$ cat config.mk
export PLATFORM = sky130hd
export DESIGN_NAME = adc_request_sequencer
export DESIGN_NICKNAME = d
export VERILOG_FILES = /design/src/hdl/adc_request_sequencer_pkg.sv /design/src/hdl/adc_request_sequencer.sv
export SDC_FILE = /design/constraint.sdc
export NUM_CORES = 2
export LEC_CHECK = 0
export BUFFER_PORTS_ARGS = -buffer_cell sky130_fd_sc_hd__buf_2
export CORE_ASPECT_RATIO = 0.9
export CORE_MARGIN = 1.5
export CORE_UTILIZATION = 50
export DETAILED_ROUTE_END_ITERATION = 10
export PLACE_DENSITY = 0.66
export SYNTH_ARGS = -nofsm -noshare
export SYNTH_HDL_FRONTEND = slang
export SYNTH_SLANG_ARGS = --single-unit
$ cat constraint.sdc
create_clock -name aclk -period 6.94 [get_ports aclk]
set_input_delay 2.082 -clock aclk [delete_from_list [all_inputs] [get_ports aclk]]
set_output_delay 2.082 -clock aclk [all_outputs]
set_load 0.02 [all_outputs]
$ cat src/hdl/adc_request_sequencer_pkg.sv
/*
 * constants for the converter request sequencer: register offsets, field
 * positions, reset values and state codes.
 * assumes a 32-bit axi4-lite register bus and a 50 MHz aclk.
 */
`default_nettype none
package adc_request_sequencer_pkg;
	localparam int NCONV  = 2;     // converter_first is index 0, converter_second index 1
	localparam int NRES   = 8;     // result registers per converter
	localparam int QDEPTH = 4;     // queued request entries per converter
	localparam int RES_W  = 10;    // full resolution
	localparam int ACC_W  = 16;    // result register width, room to accumulate
	localparam logic [4:0]  CHAN_COUNT [NCONV] = '{5'd11, 5'd5};
	localparam logic [15:0] CHAN_MASK  [NCONV] = '{16'h07FF, 16'h001F};
	localparam logic [3:0]  LAST_BIT_FULL  = 4'h0;  // sar walks down to bit 0
	localparam logic [3:0]  LAST_BIT_SHORT = 4'h2;  // 8-bit mode stops at bit 2
	localparam logic [9:0]  SAR_FIRST      = 10'h200;
	// address map, byte addresses
	localparam int ADDR_W    = 12;
	localparam int CONV_BIT  = 7;  // selects converter block, stride 0x80
	localparam int GLOB_BIT  = 8;  // global block at 0x100
	localparam logic [6:0] OFF_CTRL     = 7'h00;
	localparam logic [6:0] OFF_TIMING   = 7'h04;
	localparam logic [6:0] OFF_PAR_MASK = 7'h08;
	localparam logic [6:0] OFF_START    = 7'h0C;
	localparam logic [6:0] OFF_INSERT   = 7'h10;
	localparam logic [6:0] OFF_QUEUE    = 7'h14;
	localparam logic [6:0] OFF_LIMIT    = 7'h18;
	localparam logic [6:0] OFF_STATUS   = 7'h1C;
	localparam logic [6:0] OFF_WFR      = 7'h20;
	localparam logic [6:0] OFF_FIFO_OUT = 7'h24;
	localparam logic [6:0] OFF_RESULT   = 7'h40;  // eight words up to 0x5C
	localparam logic [6:0] OFF_DIDIS_A  = 7'h00;  // global block
	localparam logic [6:0] OFF_DIDIS_B  = 7'h04;
	localparam logic [6:0] OFF_SYNC     = 7'h08;
	// control register fields
	localparam int CTRL_RES8 = 0;
	localparam int CTRL_FIFO = 1;
	localparam int CTRL_ACC  = 2;
	localparam int CTRL_TRIG = 4;   // two bits
	localparam int CTRL_PRIO = 8;   // two bits per source: parallel, queue, insert
	localparam int CTRL_SRQ_RES = 14;
	localparam int CTRL_SRQ_LIM = 15;
	localparam int CTRL_XFER    = 16;
	localparam logic [31:0] CTRL_WMASK   = 32'h0001_FF37;
	localparam logic [31:0] TIMING_WMASK = 32'h0000_FFFF;
	localparam logic [31:0] LIMIT_WMASK  = 32'h03FF_03FF;
	localparam logic [31:0] CTRL_RESET   = 32'h0000_0000;
	localparam logic [31:0] TIMING_RESET = 32'h0000_0204;  // step 2, sample 4
	localparam logic [31:0] LIMIT_RESET  = 32'h03FF_0000;  // high 0x3FF, low 0
	localparam logic [1:0] TRIG_SW = 2'h0, TRIG_EXT = 2'h1, TRIG_INT = 2'h2, TRIG_ANY = 2'h3;
	localparam logic [1:0] SRC_PAR = 2'h0, SRC_QUEUE = 2'h1, SRC_INS = 2'h2;
	localparam logic [1:0] RESP_OKAY = 2'h0, RESP_SLVERR = 2'h2;
	typedef enum logic [3:0] {
		ST_IDLE   = 4'b0001,
		ST_SAMPLE = 4'b0010,
		ST_CONV   = 4'b0100,
		ST_STORE  = 4'b1000
	} conv_state_e;
endpackage
`default_nettype wire

$ cat src/hdl/adc_request_sequencer.sv
/*
 * request arbitration and successive-approximation control for two converters,
 * with result registers, limit check, accumulation and an axi4-lite slave.
 * assumes an external comparator and dac per converter, analog multiplexers
 * driven from chan_sel, and a transfer controller on the xfer handshake.
 */
// Implementation choices: the register offsets and the AXI4-Lite interface to the registers.
`default_nettype none
module adc_request_sequencer
	import adc_request_sequencer_pkg::*;
(
	input  wire logic              aclk,                           // 50 MHz clock
	input  wire logic              aresetn,                        // sync reset, low
	input  wire logic [ADDR_W-1:0] awaddr,                         // write address
	input  wire logic [2:0]        awprot,                         // unused
	input  wire logic              awvalid,                        // write address valid
	output logic                   awready,                        // write address ready
	input  wire logic [31:0]       wdata,                          // write data
	input  wire logic [3:0]        wstrb,                          // byte enables
	input  wire logic              wvalid,                         // write data valid
	output logic                   wready,                         // write data ready
	output logic [1:0]             bresp,                          // write response
	output logic                   bvalid,                         // write response valid
	input  wire logic              bready,                         // write response ready
	input  wire logic [ADDR_W-1:0] araddr,                         // read address
	input  wire logic [2:0]        arprot,                         // unused
	input  wire logic              arvalid,                        // read address valid
	output logic                   arready,                        // read address ready
	output logic [31:0]            rdata,                          // read data
	output logic [1:0]             rresp,                          // read response
	output logic                   rvalid,                         // read data valid
	input  wire logic              rready,                         // read data ready
	input  wire logic [NCONV-1:0]  ext_trig,                       // external event pins
	input  wire logic [NCONV-1:0]  int_trig,                       // on-chip event pulses
	input  wire logic [NCONV-1:0]  comp_in,                        // comparator, 1: input >= dac
	output logic [NCONV-1:0][3:0]  chan_sel,                       // analog channel select
	output logic [NCONV-1:0][2:0]  ext_mux_sel,                    // external mux select
	output logic [NCONV-1:0][9:0]  dac_code,                       // trial code to dac
	output logic [NCONV-1:0]       sample_hold,                    // high while sampling
	output logic [NCONV-1:0]       power_up,                       // analog part powered
	output logic [NCONV-1:0]       srq_result,                     // result ready pulse
	output logic [NCONV-1:0]       srq_limit,                      // limit violation pulse
	output logic [NCONV-1:0]       xfer_req,                       // result waiting for transfer
	output logic [NCONV-1:0][15:0] xfer_data,                      // result to transfer
	input  wire logic [NCONV-1:0]  xfer_ack,                       // transfer taken
	output logic [15:0]            analog_pins_a_digital_disable,  // per pin, first group
	output logic [7:0]             analog_pins_b_digital_disable   // per pin, second group
);
	// configuration and state
	logic [31:0]       ctrl      [NCONV];
	logic [31:0]       timing    [NCONV];
	logic [31:0]       limit     [NCONV];
	logic [15:0]       par_mask  [NCONV];
	logic [15:0]       par_pend  [NCONV];
	logic [7:0]        wfr       [NCONV];
	logic [9:0]        ins_entry [NCONV];
	logic              ins_pend  [NCONV];
	logic [9:0]        q_mem     [NCONV][QDEPTH];
	logic [1:0]        q_wp      [NCONV];
	logic [1:0]        q_rp      [NCONV];
	logic [2:0]        q_cnt     [NCONV];
	logic              sync_en;
	conv_state_e       st        [NCONV];
	logic [7:0]        cnt       [NCONV];
	logic [3:0]        bidx      [NCONV];
	logic [9:0]        sar       [NCONV];
	logic [2:0]        cur_tgt   [NCONV];
	logic [ACC_W-1:0]  res_val   [NCONV][NRES];
	logic [NRES-1:0]   res_valid [NCONV];
	logic [2:0]        wp        [NCONV];
	logic [2:0]        rp        [NCONV];
	logic [2:0]        last_idx  [NCONV];
	logic              lim_flag  [NCONV];
	logic [NCONV-1:0]  comp_m, comp_s, ext_m, ext_s, ext_d;
	// combinational
	logic              cand_v    [NCONV];
	logic [1:0]        cand_src  [NCONV];
	logic [9:0]        cand_ent  [NCONV];
	logic [3:0]        par_first [NCONV];
	logic [NCONV-1:0]  go, trig, store_go, blocked, sw_start;
	logic [2:0]        tgt_idx   [NCONV];
	logic [ACC_W-1:0]  new_res   [NCONV];
	logic [NRES-1:0]   rd_clr    [NCONV];
	logic              out_lim   [NCONV];
	logic              wr_fire, rd_fire, w_ok, r_ok;
	logic [31:0]       next_rdata;

	function automatic logic [31:0] merge(input logic [31:0] old, input logic [31:0] nw,
		input logic [3:0] strb);
		logic [31:0] m;
		m = old;
		for (int b = 0; b < 4; b++) begin
			if (strb[b]) m[8*b +: 8] = nw[8*b +: 8];
		end
		return m;
	endfunction

	// mapped when aligned, in range and one of the listed offsets
	function automatic logic mapped(input logic [ADDR_W-1:0] a);
		logic [6:0] o;
		o = a[6:0];
		if (a[1:0] != 2'h0 || a[ADDR_W-1:9] != 3'h0) return 1'b0;
		if (a[GLOB_BIT]) return !a[CONV_BIT] && o <= OFF_SYNC;
		return o <= OFF_FIFO_OUT || (o >= OFF_RESULT && o < OFF_RESULT + 7'(4 * NRES));
	endfunction

	// bus handshakes: write address and data are taken together once both are up
	assign wr_fire = awvalid && wvalid && !bvalid;
	assign awready = wvalid && !bvalid;
	assign wready  = awvalid && !bvalid;
	assign arready = !rvalid;
	assign rd_fire = arvalid && !rvalid;
	assign w_ok    = mapped(awaddr);
	assign r_ok    = mapped(araddr);

	// comparator and event pins cross two flops; edge detect compares the second against a third
	always_ff @(posedge aclk) begin
		if (!aresetn) begin
			comp_m <= '0;
			comp_s <= '0;
			ext_m  <= '0;
			ext_s  <= '0;
			ext_d  <= '0;
		end else begin
			comp_m <= comp_in;
			comp_s <= comp_m;
			ext_m  <= ext_trig;
			ext_s  <= ext_m;
			ext_d  <= ext_s;
		end
	end

	// arbitration, trigger and result path decode
	always_comb begin
		for (int c = 0; c < NCONV; c++) begin
			logic [1:0] bp;
			logic [1:0] tsel;
			bp   = 2'h0;
			tsel = ctrl[c][CTRL_TRIG +: 2];
			par_first[c] = 4'h0;
			for (int i = 15; i >= 0; i--) begin
				if (par_pend[c][i]) par_first[c] = 4'(i);  // lowest channel first
			end
			cand_v[c]   = 1'b0;
			cand_src[c] = SRC_PAR;
			cand_ent[c] = '0;
			// strict greater keeps the lower source index on a tie
			if (par_pend[c] != 16'h0) begin
				cand_v[c]   = 1'b1;
				bp          = ctrl[c][CTRL_PRIO +: 2];
				cand_ent[c] = {par_first[c][2:0], 3'(ctrl[c][CTRL_PRIO +: 2]), par_first[c]};
			end
			if (q_cnt[c] != 3'h0 && (!cand_v[c] || ctrl[c][CTRL_PRIO+2 +: 2] > bp)) begin
				cand_v[c]   = 1'b1;
				bp          = ctrl[c][CTRL_PRIO+2 +: 2];
				cand_src[c] = SRC_QUEUE;
				cand_ent[c] = q_mem[c][q_rp[c]];  // oldest entry first
			end
			if (ins_pend[c] && (!cand_v[c] || ctrl[c][CTRL_PRIO+4 +: 2] > bp)) begin
				cand_v[c]   = 1'b1;
				cand_src[c] = SRC_INS;
				cand_ent[c] = ins_entry[c];
			end
			// parallel entries use the channel low bits as target and the mux as zero
			if (cand_src[c] == SRC_PAR) cand_ent[c][6:4] = 3'h0;
			sw_start[c] = wr_fire && w_ok && !awaddr[GLOB_BIT] && awaddr[CONV_BIT] == c[0]
				&& awaddr[6:0] == OFF_START && wdata[0];
			trig[c] = sw_start[c]
				|| ((tsel == TRIG_EXT || tsel == TRIG_ANY) && ext_s[c] && !ext_d[c])
				|| ((tsel == TRIG_INT || tsel == TRIG_ANY) && int_trig[c]);
			new_res[c] = ctrl[c][CTRL_RES8] ? ACC_W'(sar[c][9:2]) : ACC_W'(sar[c]);
			tgt_idx[c] = ctrl[c][CTRL_FIFO] ? wp[c] : cur_tgt[c];
			rd_clr[c]  = '0;
			if (rd_fire && r_ok && !araddr[GLOB_BIT] && araddr[CONV_BIT] == c[0]) begin
				if (araddr[6:0] >= OFF_RESULT) rd_clr[c][araddr[4:2]] = 1'b1;
				if (araddr[6:0] == OFF_FIFO_OUT) rd_clr[c][rp[c]] = 1'b1;
			end
			if (xfer_req[c] && xfer_ack[c]) rd_clr[c][last_idx[c]] = 1'b1;
			// an unread protected register holds the result back
			blocked[c]  = res_valid[c][tgt_idx[c]] && wfr[c][tgt_idx[c]]
				&& !rd_clr[c][tgt_idx[c]];
			store_go[c] = st[c] == ST_STORE && !blocked[c];
			out_lim[c]  = new_res[c][9:0] < limit[c][9:0] || new_res[c][9:0] > limit[c][25:16];
		end
		// both idle and both requesting before either starts when locked
		for (int c = 0; c < NCONV; c++) begin
			go[c] = st[c] == ST_IDLE && cand_v[c] && (!sync_en
				|| (st[0] == ST_IDLE && st[1] == ST_IDLE && cand_v[0] && cand_v[1]));
		end
	end

	// software configuration registers
	always_ff @(posedge aclk) begin
		if (!aresetn) begin
			sync_en <= 1'b0;
			analog_pins_a_digital_disable <= '0;
			analog_pins_b_digital_disable <= '0;
			for (int c = 0; c < NCONV; c++) begin
				ctrl[c]     <= CTRL_RESET;
				timing[c]   <= TIMING_RESET;
				limit[c]    <= LIMIT_RESET;
				par_mask[c] <= '0;
				wfr[c]      <= '0;
			end
		end else if (wr_fire && w_ok) begin
			if (awaddr[GLOB_BIT]) begin
				unique case (awaddr[6:0])
					OFF_DIDIS_A: analog_pins_a_digital_disable <= 16'(merge(32'(
						analog_pins_a_digital_disable), wdata, wstrb));
					OFF_DIDIS_B: analog_pins_b_digital_disable <= 8'(merge(32'(
						analog_pins_b_digital_disable), wdata, wstrb));
					OFF_SYNC:    if (wstrb[0]) sync_en <= wdata[0];
					default:     ;
				endcase
			end else begin
				for (int c = 0; c < NCONV; c++) begin
					if (awaddr[CONV_BIT] == c[0]) begin
						unique case (awaddr[6:0])
							OFF_CTRL:     ctrl[c]   <= merge(ctrl[c], wdata, wstrb) & CTRL_WMASK;
							OFF_TIMING:   timing[c] <= merge(timing[c], wdata, wstrb)
								& TIMING_WMASK;
							OFF_LIMIT:    limit[c]  <= merge(limit[c], wdata, wstrb)
								& LIMIT_WMASK;
							OFF_PAR_MASK: par_mask[c] <= 16'(merge(32'(par_mask[c]), wdata, wstrb))
								& CHAN_MASK[c];
							OFF_WFR:      wfr[c] <= 8'(merge(32'(wfr[c]), wdata, wstrb));
							default:      ;
						endcase
					end
				end
			end
		end
	end

	// request sources: parallel pending bits, insert slot, queue
	always_ff @(posedge aclk) begin
		for (int c = 0; c < NCONV; c++) begin
			logic push, ins_wr, chan_ok;
			chan_ok = {1'b0, wdata[3:0]} < CHAN_COUNT[c];
			push    = wr_fire && w_ok && !awaddr[GLOB_BIT] && awaddr[CONV_BIT] == c[0]
				&& awaddr[6:0] == OFF_QUEUE && chan_ok && q_cnt[c] != 3'(QDEPTH);
			ins_wr  = wr_fire && w_ok && !awaddr[GLOB_BIT] && awaddr[CONV_BIT] == c[0]
				&& awaddr[6:0] == OFF_INSERT && chan_ok;
			if (!aresetn) begin
				par_pend[c]  <= '0;
				ins_pend[c]  <= 1'b0;
				ins_entry[c] <= '0;
				q_wp[c]      <= '0;
				q_rp[c]      <= '0;
				q_cnt[c]     <= '0;
				for (int e = 0; e < QDEPTH; e++) q_mem[c][e] <= '0;
			end else begin
				// granted channel drops out, later channels stay armed
				par_pend[c] <= (par_pend[c] & ~((go[c] && cand_src[c] == SRC_PAR)
					? 16'h1 << par_first[c] : 16'h0)) | (trig[c] ? par_mask[c] : 16'h0);
				if (ins_wr) begin
					ins_pend[c]  <= 1'b1;  // a new insert wins over the grant clearing it
					ins_entry[c] <= {wdata[10:8], wdata[6:4], wdata[3:0]};
				end else if (go[c] && cand_src[c] == SRC_INS) begin
					ins_pend[c] <= 1'b0;
				end
				if (push) begin
					q_mem[c][q_wp[c]] <= {wdata[10:8], wdata[6:4], wdata[3:0]};
					q_wp[c] <= q_wp[c] + 2'h1;
				end
				if (go[c] && cand_src[c] == SRC_QUEUE) q_rp[c] <= q_rp[c] + 2'h1;
				q_cnt[c] <= q_cnt[c] + 3'(push) - 3'(go[c] && cand_src[c] == SRC_QUEUE);
			end
		end
	end

	// conversion engine: sample, successive approximation, store
	always_ff @(posedge aclk) begin
		for (int c = 0; c < NCONV; c++) begin
			if (!aresetn) begin
				st[c]          <= ST_IDLE;
				cnt[c]         <= '0;
				bidx[c]        <= '0;
				sar[c]         <= '0;
				cur_tgt[c]     <= '0;
				chan_sel[c]    <= '0;
				ext_mux_sel[c] <= '0;
			end else begin
				unique case (st[c])
					ST_IDLE: if (go[c]) begin
						st[c]          <= ST_SAMPLE;
						cnt[c]         <= timing[c][7:0];
						chan_sel[c]    <= cand_ent[c][3:0];
						ext_mux_sel[c] <= cand_ent[c][6:4];
						cur_tgt[c]     <= cand_ent[c][9:7];
					end
					ST_SAMPLE: if (cnt[c] == 8'h0) begin
						st[c]   <= ST_CONV;
						cnt[c]  <= timing[c][15:8];
						bidx[c] <= 4'(RES_W - 1);
						sar[c]  <= SAR_FIRST;
					end else begin
						cnt[c] <= cnt[c] - 8'h1;
					end
					ST_CONV: if (cnt[c] != 8'h0) begin
						cnt[c] <= cnt[c] - 8'h1;
					end else begin
						if (!comp_s[c]) sar[c][bidx[c]] <= 1'b0;  // trial too high
						if (bidx[c] == (ctrl[c][CTRL_RES8] ? LAST_BIT_SHORT : LAST_BIT_FULL)) begin
							st[c] <= ST_STORE;
						end else begin
							bidx[c] <= bidx[c] - 4'h1;
							sar[c][bidx[c] - 4'h1] <= 1'b1;
							cnt[c]  <= timing[c][15:8];
						end
					end
					ST_STORE: if (store_go[c]) st[c] <= ST_IDLE;
					default: st[c] <= ST_IDLE;
				endcase
			end
		end
	end

	// result registers; a store in the same cycle as a read-clear wins
	always_ff @(posedge aclk) begin
		for (int c = 0; c < NCONV; c++) begin
			if (!aresetn) begin
				res_valid[c] <= '0;
				wp[c]        <= '0;
				rp[c]        <= '0;
				last_idx[c]  <= '0;
				lim_flag[c]  <= 1'b0;
				srq_result[c] <= 1'b0;
				srq_limit[c]  <= 1'b0;
				for (int r = 0; r < NRES; r++) res_val[c][r] <= '0;
			end else begin
				res_valid[c] <= (res_valid[c] & ~rd_clr[c])
					| (store_go[c] ? NRES'(1) << tgt_idx[c] : '0);
				if (store_go[c]) begin
					// accumulate onto an unread result, otherwise replace
					res_val[c][tgt_idx[c]] <= (ctrl[c][CTRL_ACC] && res_valid[c][tgt_idx[c]]
						&& !rd_clr[c][tgt_idx[c]]) ? res_val[c][tgt_idx[c]] + new_res[c]
						: new_res[c];
					last_idx[c] <= tgt_idx[c];
					if (ctrl[c][CTRL_FIFO]) wp[c] <= wp[c] + 3'h1;
				end
				if (rd_fire && r_ok && !araddr[GLOB_BIT] && araddr[CONV_BIT] == c[0]
					&& araddr[6:0] == OFF_FIFO_OUT && res_valid[c][rp[c]])
					rp[c] <= rp[c] + 3'h1;
				// limit flag is cleared by writing one to status, a new hit wins
				if (store_go[c] && out_lim[c]) lim_flag[c] <= 1'b1;
				else if (wr_fire && w_ok && !awaddr[GLOB_BIT] && awaddr[CONV_BIT] == c[0]
					&& awaddr[6:0] == OFF_STATUS && wdata[1]) lim_flag[c] <= 1'b0;
				srq_result[c] <= store_go[c] && ctrl[c][CTRL_SRQ_RES];
				srq_limit[c]  <= store_go[c] && out_lim[c] && ctrl[c][CTRL_SRQ_LIM];
			end
		end
	end

	// analog side and transfer controller views of the state
	always_comb begin
		for (int c = 0; c < NCONV; c++) begin
			dac_code[c]    = sar[c];
			sample_hold[c] = st[c] == ST_SAMPLE;
			power_up[c]    = st[c] != ST_IDLE;
			xfer_req[c]    = ctrl[c][CTRL_XFER] && res_valid[c][last_idx[c]];
			xfer_data[c]   = res_val[c][last_idx[c]];
		end
	end

	// read data selection
	always_comb begin
		logic [6:0] o;
		logic       c;
		o = araddr[6:0];
		c = araddr[CONV_BIT];
		next_rdata = 32'h0;
		if (araddr[GLOB_BIT]) begin
			if (o == OFF_DIDIS_A) next_rdata = 32'(analog_pins_a_digital_disable);
			if (o == OFF_DIDIS_B) next_rdata = 32'(analog_pins_b_digital_disable);
			if (o == OFF_SYNC)    next_rdata = 32'(sync_en);
		end else if (o >= OFF_RESULT) begin
			next_rdata = {res_valid[c][o[4:2]], 15'h0, res_val[c][o[4:2]]};
		end else begin
			unique case (o)
				OFF_CTRL:     next_rdata = ctrl[c];
				OFF_TIMING:   next_rdata = timing[c];
				OFF_PAR_MASK: next_rdata = 32'(par_mask[c]);
				OFF_INSERT:   next_rdata = {ins_pend[c], 20'h0, ins_entry[c][9:7], 1'b0,
					ins_entry[c][6:4], ins_entry[c][3:0]};
				OFF_QUEUE:    next_rdata = 32'(q_cnt[c]);
				OFF_LIMIT:    next_rdata = limit[c];
				OFF_STATUS:   next_rdata = {par_pend[c], 6'h0, ins_pend[c], q_cnt[c],
					chan_sel[c], lim_flag[c], st[c] != ST_IDLE};
				OFF_WFR:      next_rdata = 32'(wfr[c]);
				OFF_FIFO_OUT: next_rdata = {res_valid[c][rp[c]], 15'h0, res_val[c][rp[c]]};
				default:      next_rdata = 32'h0;
			endcase
		end
	end

	// bus response channels
	always_ff @(posedge aclk) begin
		if (!aresetn) begin
			bvalid <= 1'b0;
			bresp  <= RESP_OKAY;
			rvalid <= 1'b0;
			rresp  <= RESP_OKAY;
			rdata  <= '0;
		end else begin
			if (wr_fire) begin
				bvalid <= 1'b1;
				bresp  <= w_ok ? RESP_OKAY : RESP_SLVERR;
			end else if (bready) begin
				bvalid <= 1'b0;
			end
			if (rd_fire) begin
				rvalid <= 1'b1;
				rresp  <= r_ok ? RESP_OKAY : RESP_SLVERR;
				rdata  <= r_ok ? next_rdata : 32'h0;
			end else if (rready) begin
				rvalid <= 1'b0;
			end
		end
	end
endmodule
`default_nettype wire

==> run metrics <==
Setup TNS 0 ps; vias per inst about 7; deepest level of the CTS H-tree 3; remaining global-route overflow 0; mux share of post-synthesis cell area 0.196; DRC violations left 0; largest net degree at the start of global routing around 110; clk buf depth 3; critical path arrival about 6400 ps; Critical Path End Type flop; main flop type after synthesis edfxtp_1; Port Buffer Count ~210; register area share after synthesis 0.460; CTS clock-pin slew for the worst setup and hold paths 60 ps; sequential cell area between 0.02 and 0.025 sq mm; cts hold-fix bufs 0; synthesized area 0.0438 sq mm; Yosys top cell area share 0.394; Final Net Count 4,220; Final min period 5840 ps; Worst setup startpoint par_pend[1][2]; Inserted Clock Buffers 79; Fmax 0.171 GHz; count of flip-flops with a built-in enable after synthesis approximately 570; Final Hold Vio Count 0; Worst setup SP type flop; Routed WL per cell around 32 um; #FFs+latches synth a little over 700; Worst Hold Launch ext_m[1]; cts repair resizes 0; Netlist cell types between 90 and 100; Power Total 11.8 mW; row count 102; CTS tree built; worst path required time 7460 ps; xor/xnor cell area share of the yosys netlist 0.0116; unrepaired setup endpoints after global routing false; ys async rst share 0; fillcell total between 7k and 8k; Area contributors post-synth edfxtp_1 39%, mux4_2 12%, dfxtp_1 6.6%; reg2reg setup slack ~1100 ps; Sw Pwr 3.43 mW; syn_area_per_cell roughly 11 sq um; P&R area growth vs syn 11.8%; number of top-level pins 222; Cells after Synth between 3k and 4k; count leader, synth edfxtp_1; initial core utilization 0.507; main combinational cell family by area after synthesis multiplexers; Post-Synth Adder-Cell Area 0.0295; Synth top cells by count 574 x edfxtp_1, 413 x nor2_1, 294 x nand2_1, 238 x mux4_2, 215 x mux2i_1; # clock sinks 719; # Max-Cap Violations 0; worst skew pair latency 670 ps; worst vdd ir between 150 and 200 uV; initial DRC count 5,826; die height around 280 um; dpl ws 851 ps; WS Path Type flop to flop; Final Max Slew Viols 0; sequential power share 0.432; P_int 8.34 mW; GR Util All Layers 0.370; hold crit path type flop to flop; Reg-to-Reg Start par_pend[1][2]; Final WS setup 1100 ps; worst-margin pin slew 1250 ps; vias 36.4k; Synth Area in Simple Gates 0.160; crit share post-route 0.841; Comb power frac 0.182; Slew headroom 0.155; Clock Skew 34.0 ps; status completed; Max FO, Critical Path 17; Total Wirelength about 170,000 um; multi-input logic area ~0.022 sq mm; initial antenna violation count 10; routability cong. 1.01; Die ar. 0.0894 sq mm; Synth Area in Compound Gates 0.107; final setup fails 0; core area 0.0864 sq mm; Static Leak 18.6 nW; Switching Fraction 0.291; Power Density 240 mW/mm^2; area leader, netlist edfxtp_1; clock network fraction of total power 0.387; vias in the first global route 32.8k; Root Buffer clkbuf_16; detailed placement HPWL 126,000 um; first-pass GRT wire length 238,000 um; Synth warnings 0; DRT antenna net count 0; layout cells sized above 1 0.204; First-pass DRT Iterations 6; die width 315 um; setup bufs post-CTS 0
==> cell type report <==
| cell class | instances | area share |
|---|---|---|
| Tap cell | 1144 | 0.0292 |
| Sequential cell | 719 | 0.411 |
| Inverter | 103 | 0.00795 |
| Timing Repair Buffer | 338 | 0.0419 |
| Antenna cell | 1 | 0.0000511 |
| Clock buffer | 108 | 0.0461 |
| Clock inverter | 39 | 0.0109 |
| Multi-Input combinational cell | 2797 | 0.452 |
==> per-stage QoR <==
stage | std cells | instance area (sq um) | hold slack [ps] | utilization
2_1_floorplan | 3912 | 43800 | 412 | -
3_3_place_gp | 5101 | 46200 | 415 | 0.534
3_5_place_dp | 5101 | 46200 | 421 | 0.534
4_1_cts | 5248 | 49000 | 432 | 0.567
5_1_grt | 5249 | 49000 | 445 | 0.567
6_report | 5249 | 49000 | 434 | 0.567
==> cell families after synthesis <==
logic type / count (synthesis)
XOR/XNOR: 58
other: 1
multiplexers: 540
AO/OA/AOI/OAI: 687
AND/OR/NAND/NOR: 1404
buffers and inverters: 396
adder cells (fa/ha/maj): 101
flip-flops: 719
==> worst max-delay path, cell delays in order, from the launching register on <==
cell,delay (ps)
dfxtp_1,410
nor4_1,530
nand4_1,510
and2_1,360
ha_1,270
nand2_1,50
o21ai_0,70
nand2_1,80
and2_1,470
nor2_1,100
a21oi_1,190
ha_1,270
nor2b_1,130
o21ai_0,130
o21ai_0,150
nand2_1,500
nand2_1,210
nor2_1,140
ha_1,130
inv_1,40
ha_1,180
fa_1,400
xnor2_1,190
xnor2_1,140
nor2_1,50
==> per-layer routing <==
| metal | global-route usage | routed length (um) | part of all wire | vias up |
|---|---|---|---|---|
| li1 | - | - | - | 15100 |
| met3 | 0.153 | 30200 | 0.18 | 344 |
| met5 | 0 | 29 | 0.00017 | - |
| met2 | 0.472 | 64800 | 0.38 | 2951 |
| met1 | 0.556 | 66600 | 0.40 | 17900 |
| met4 | 0.128 | 6740 | 0.040 | 6 |
==> flip-flops by register name (all words and copies together), names as in the netlist, 20 cells and up <==
name and flops:
res_val 256, par_pend 32, ins_entry 20, timing 32, sar 20, limit 40, rdata 32, ctrl 28
q_mem 80
==> worst paths after layout <==
kind	end	cells after the start
max	q_cnt[1][2]	24
min	ext_s[1]	1
max reg2reg	q_cnt[1][2]	24
min reg2reg	ext_s[1]	1
==> power by group through the flow <==
| stage | Combinational, mW | Clock (mW) | Sequential [mW] |
|---|---|---|---|
| floorplan | 1.40 | 0 | 5.04 |
| global placement | 2.05 | 0 | 5.14 |
| detailed placement | 2.07 | 0 | 5.14 |
| CTS | 2.08 | 4.55 | 5.05 |
| global route | 2.23 | 4.71 | 5.08 |
| finish | 2.14 | 4.55 | 5.08 |
==> cells in the final DEF, fill, tap and decap left out, types with 76 or more instances in the layout <==
| cell type | n |
|---|---|
| and2_1 | 142 |
| mux4_2 | 238 |
| nor2_1 | 413 |
| nand3_1 | 77 |
| ha_1 | 97 |
| inv_1 | 102 |
| nor2b_1 | 93 |
| a211oi_1 | 88 |
| a21oi_1 | 173 |
| a22oi_1 | 76 |
| edfxtp_1 | 574 |
| dfxtp_1 | 145 |
| buf_2 | 204 |
| nand2_1 | 294 |
| mux2i_1 | 211 |
| buf_4 | 131 |
| o21ai_0 | 99 |
| and3_1 | 110 |
| clkbuf_16 | 84 |
| mux2_2 | 76 |
No activity file was read; power rests on OpenSTA's default activity.
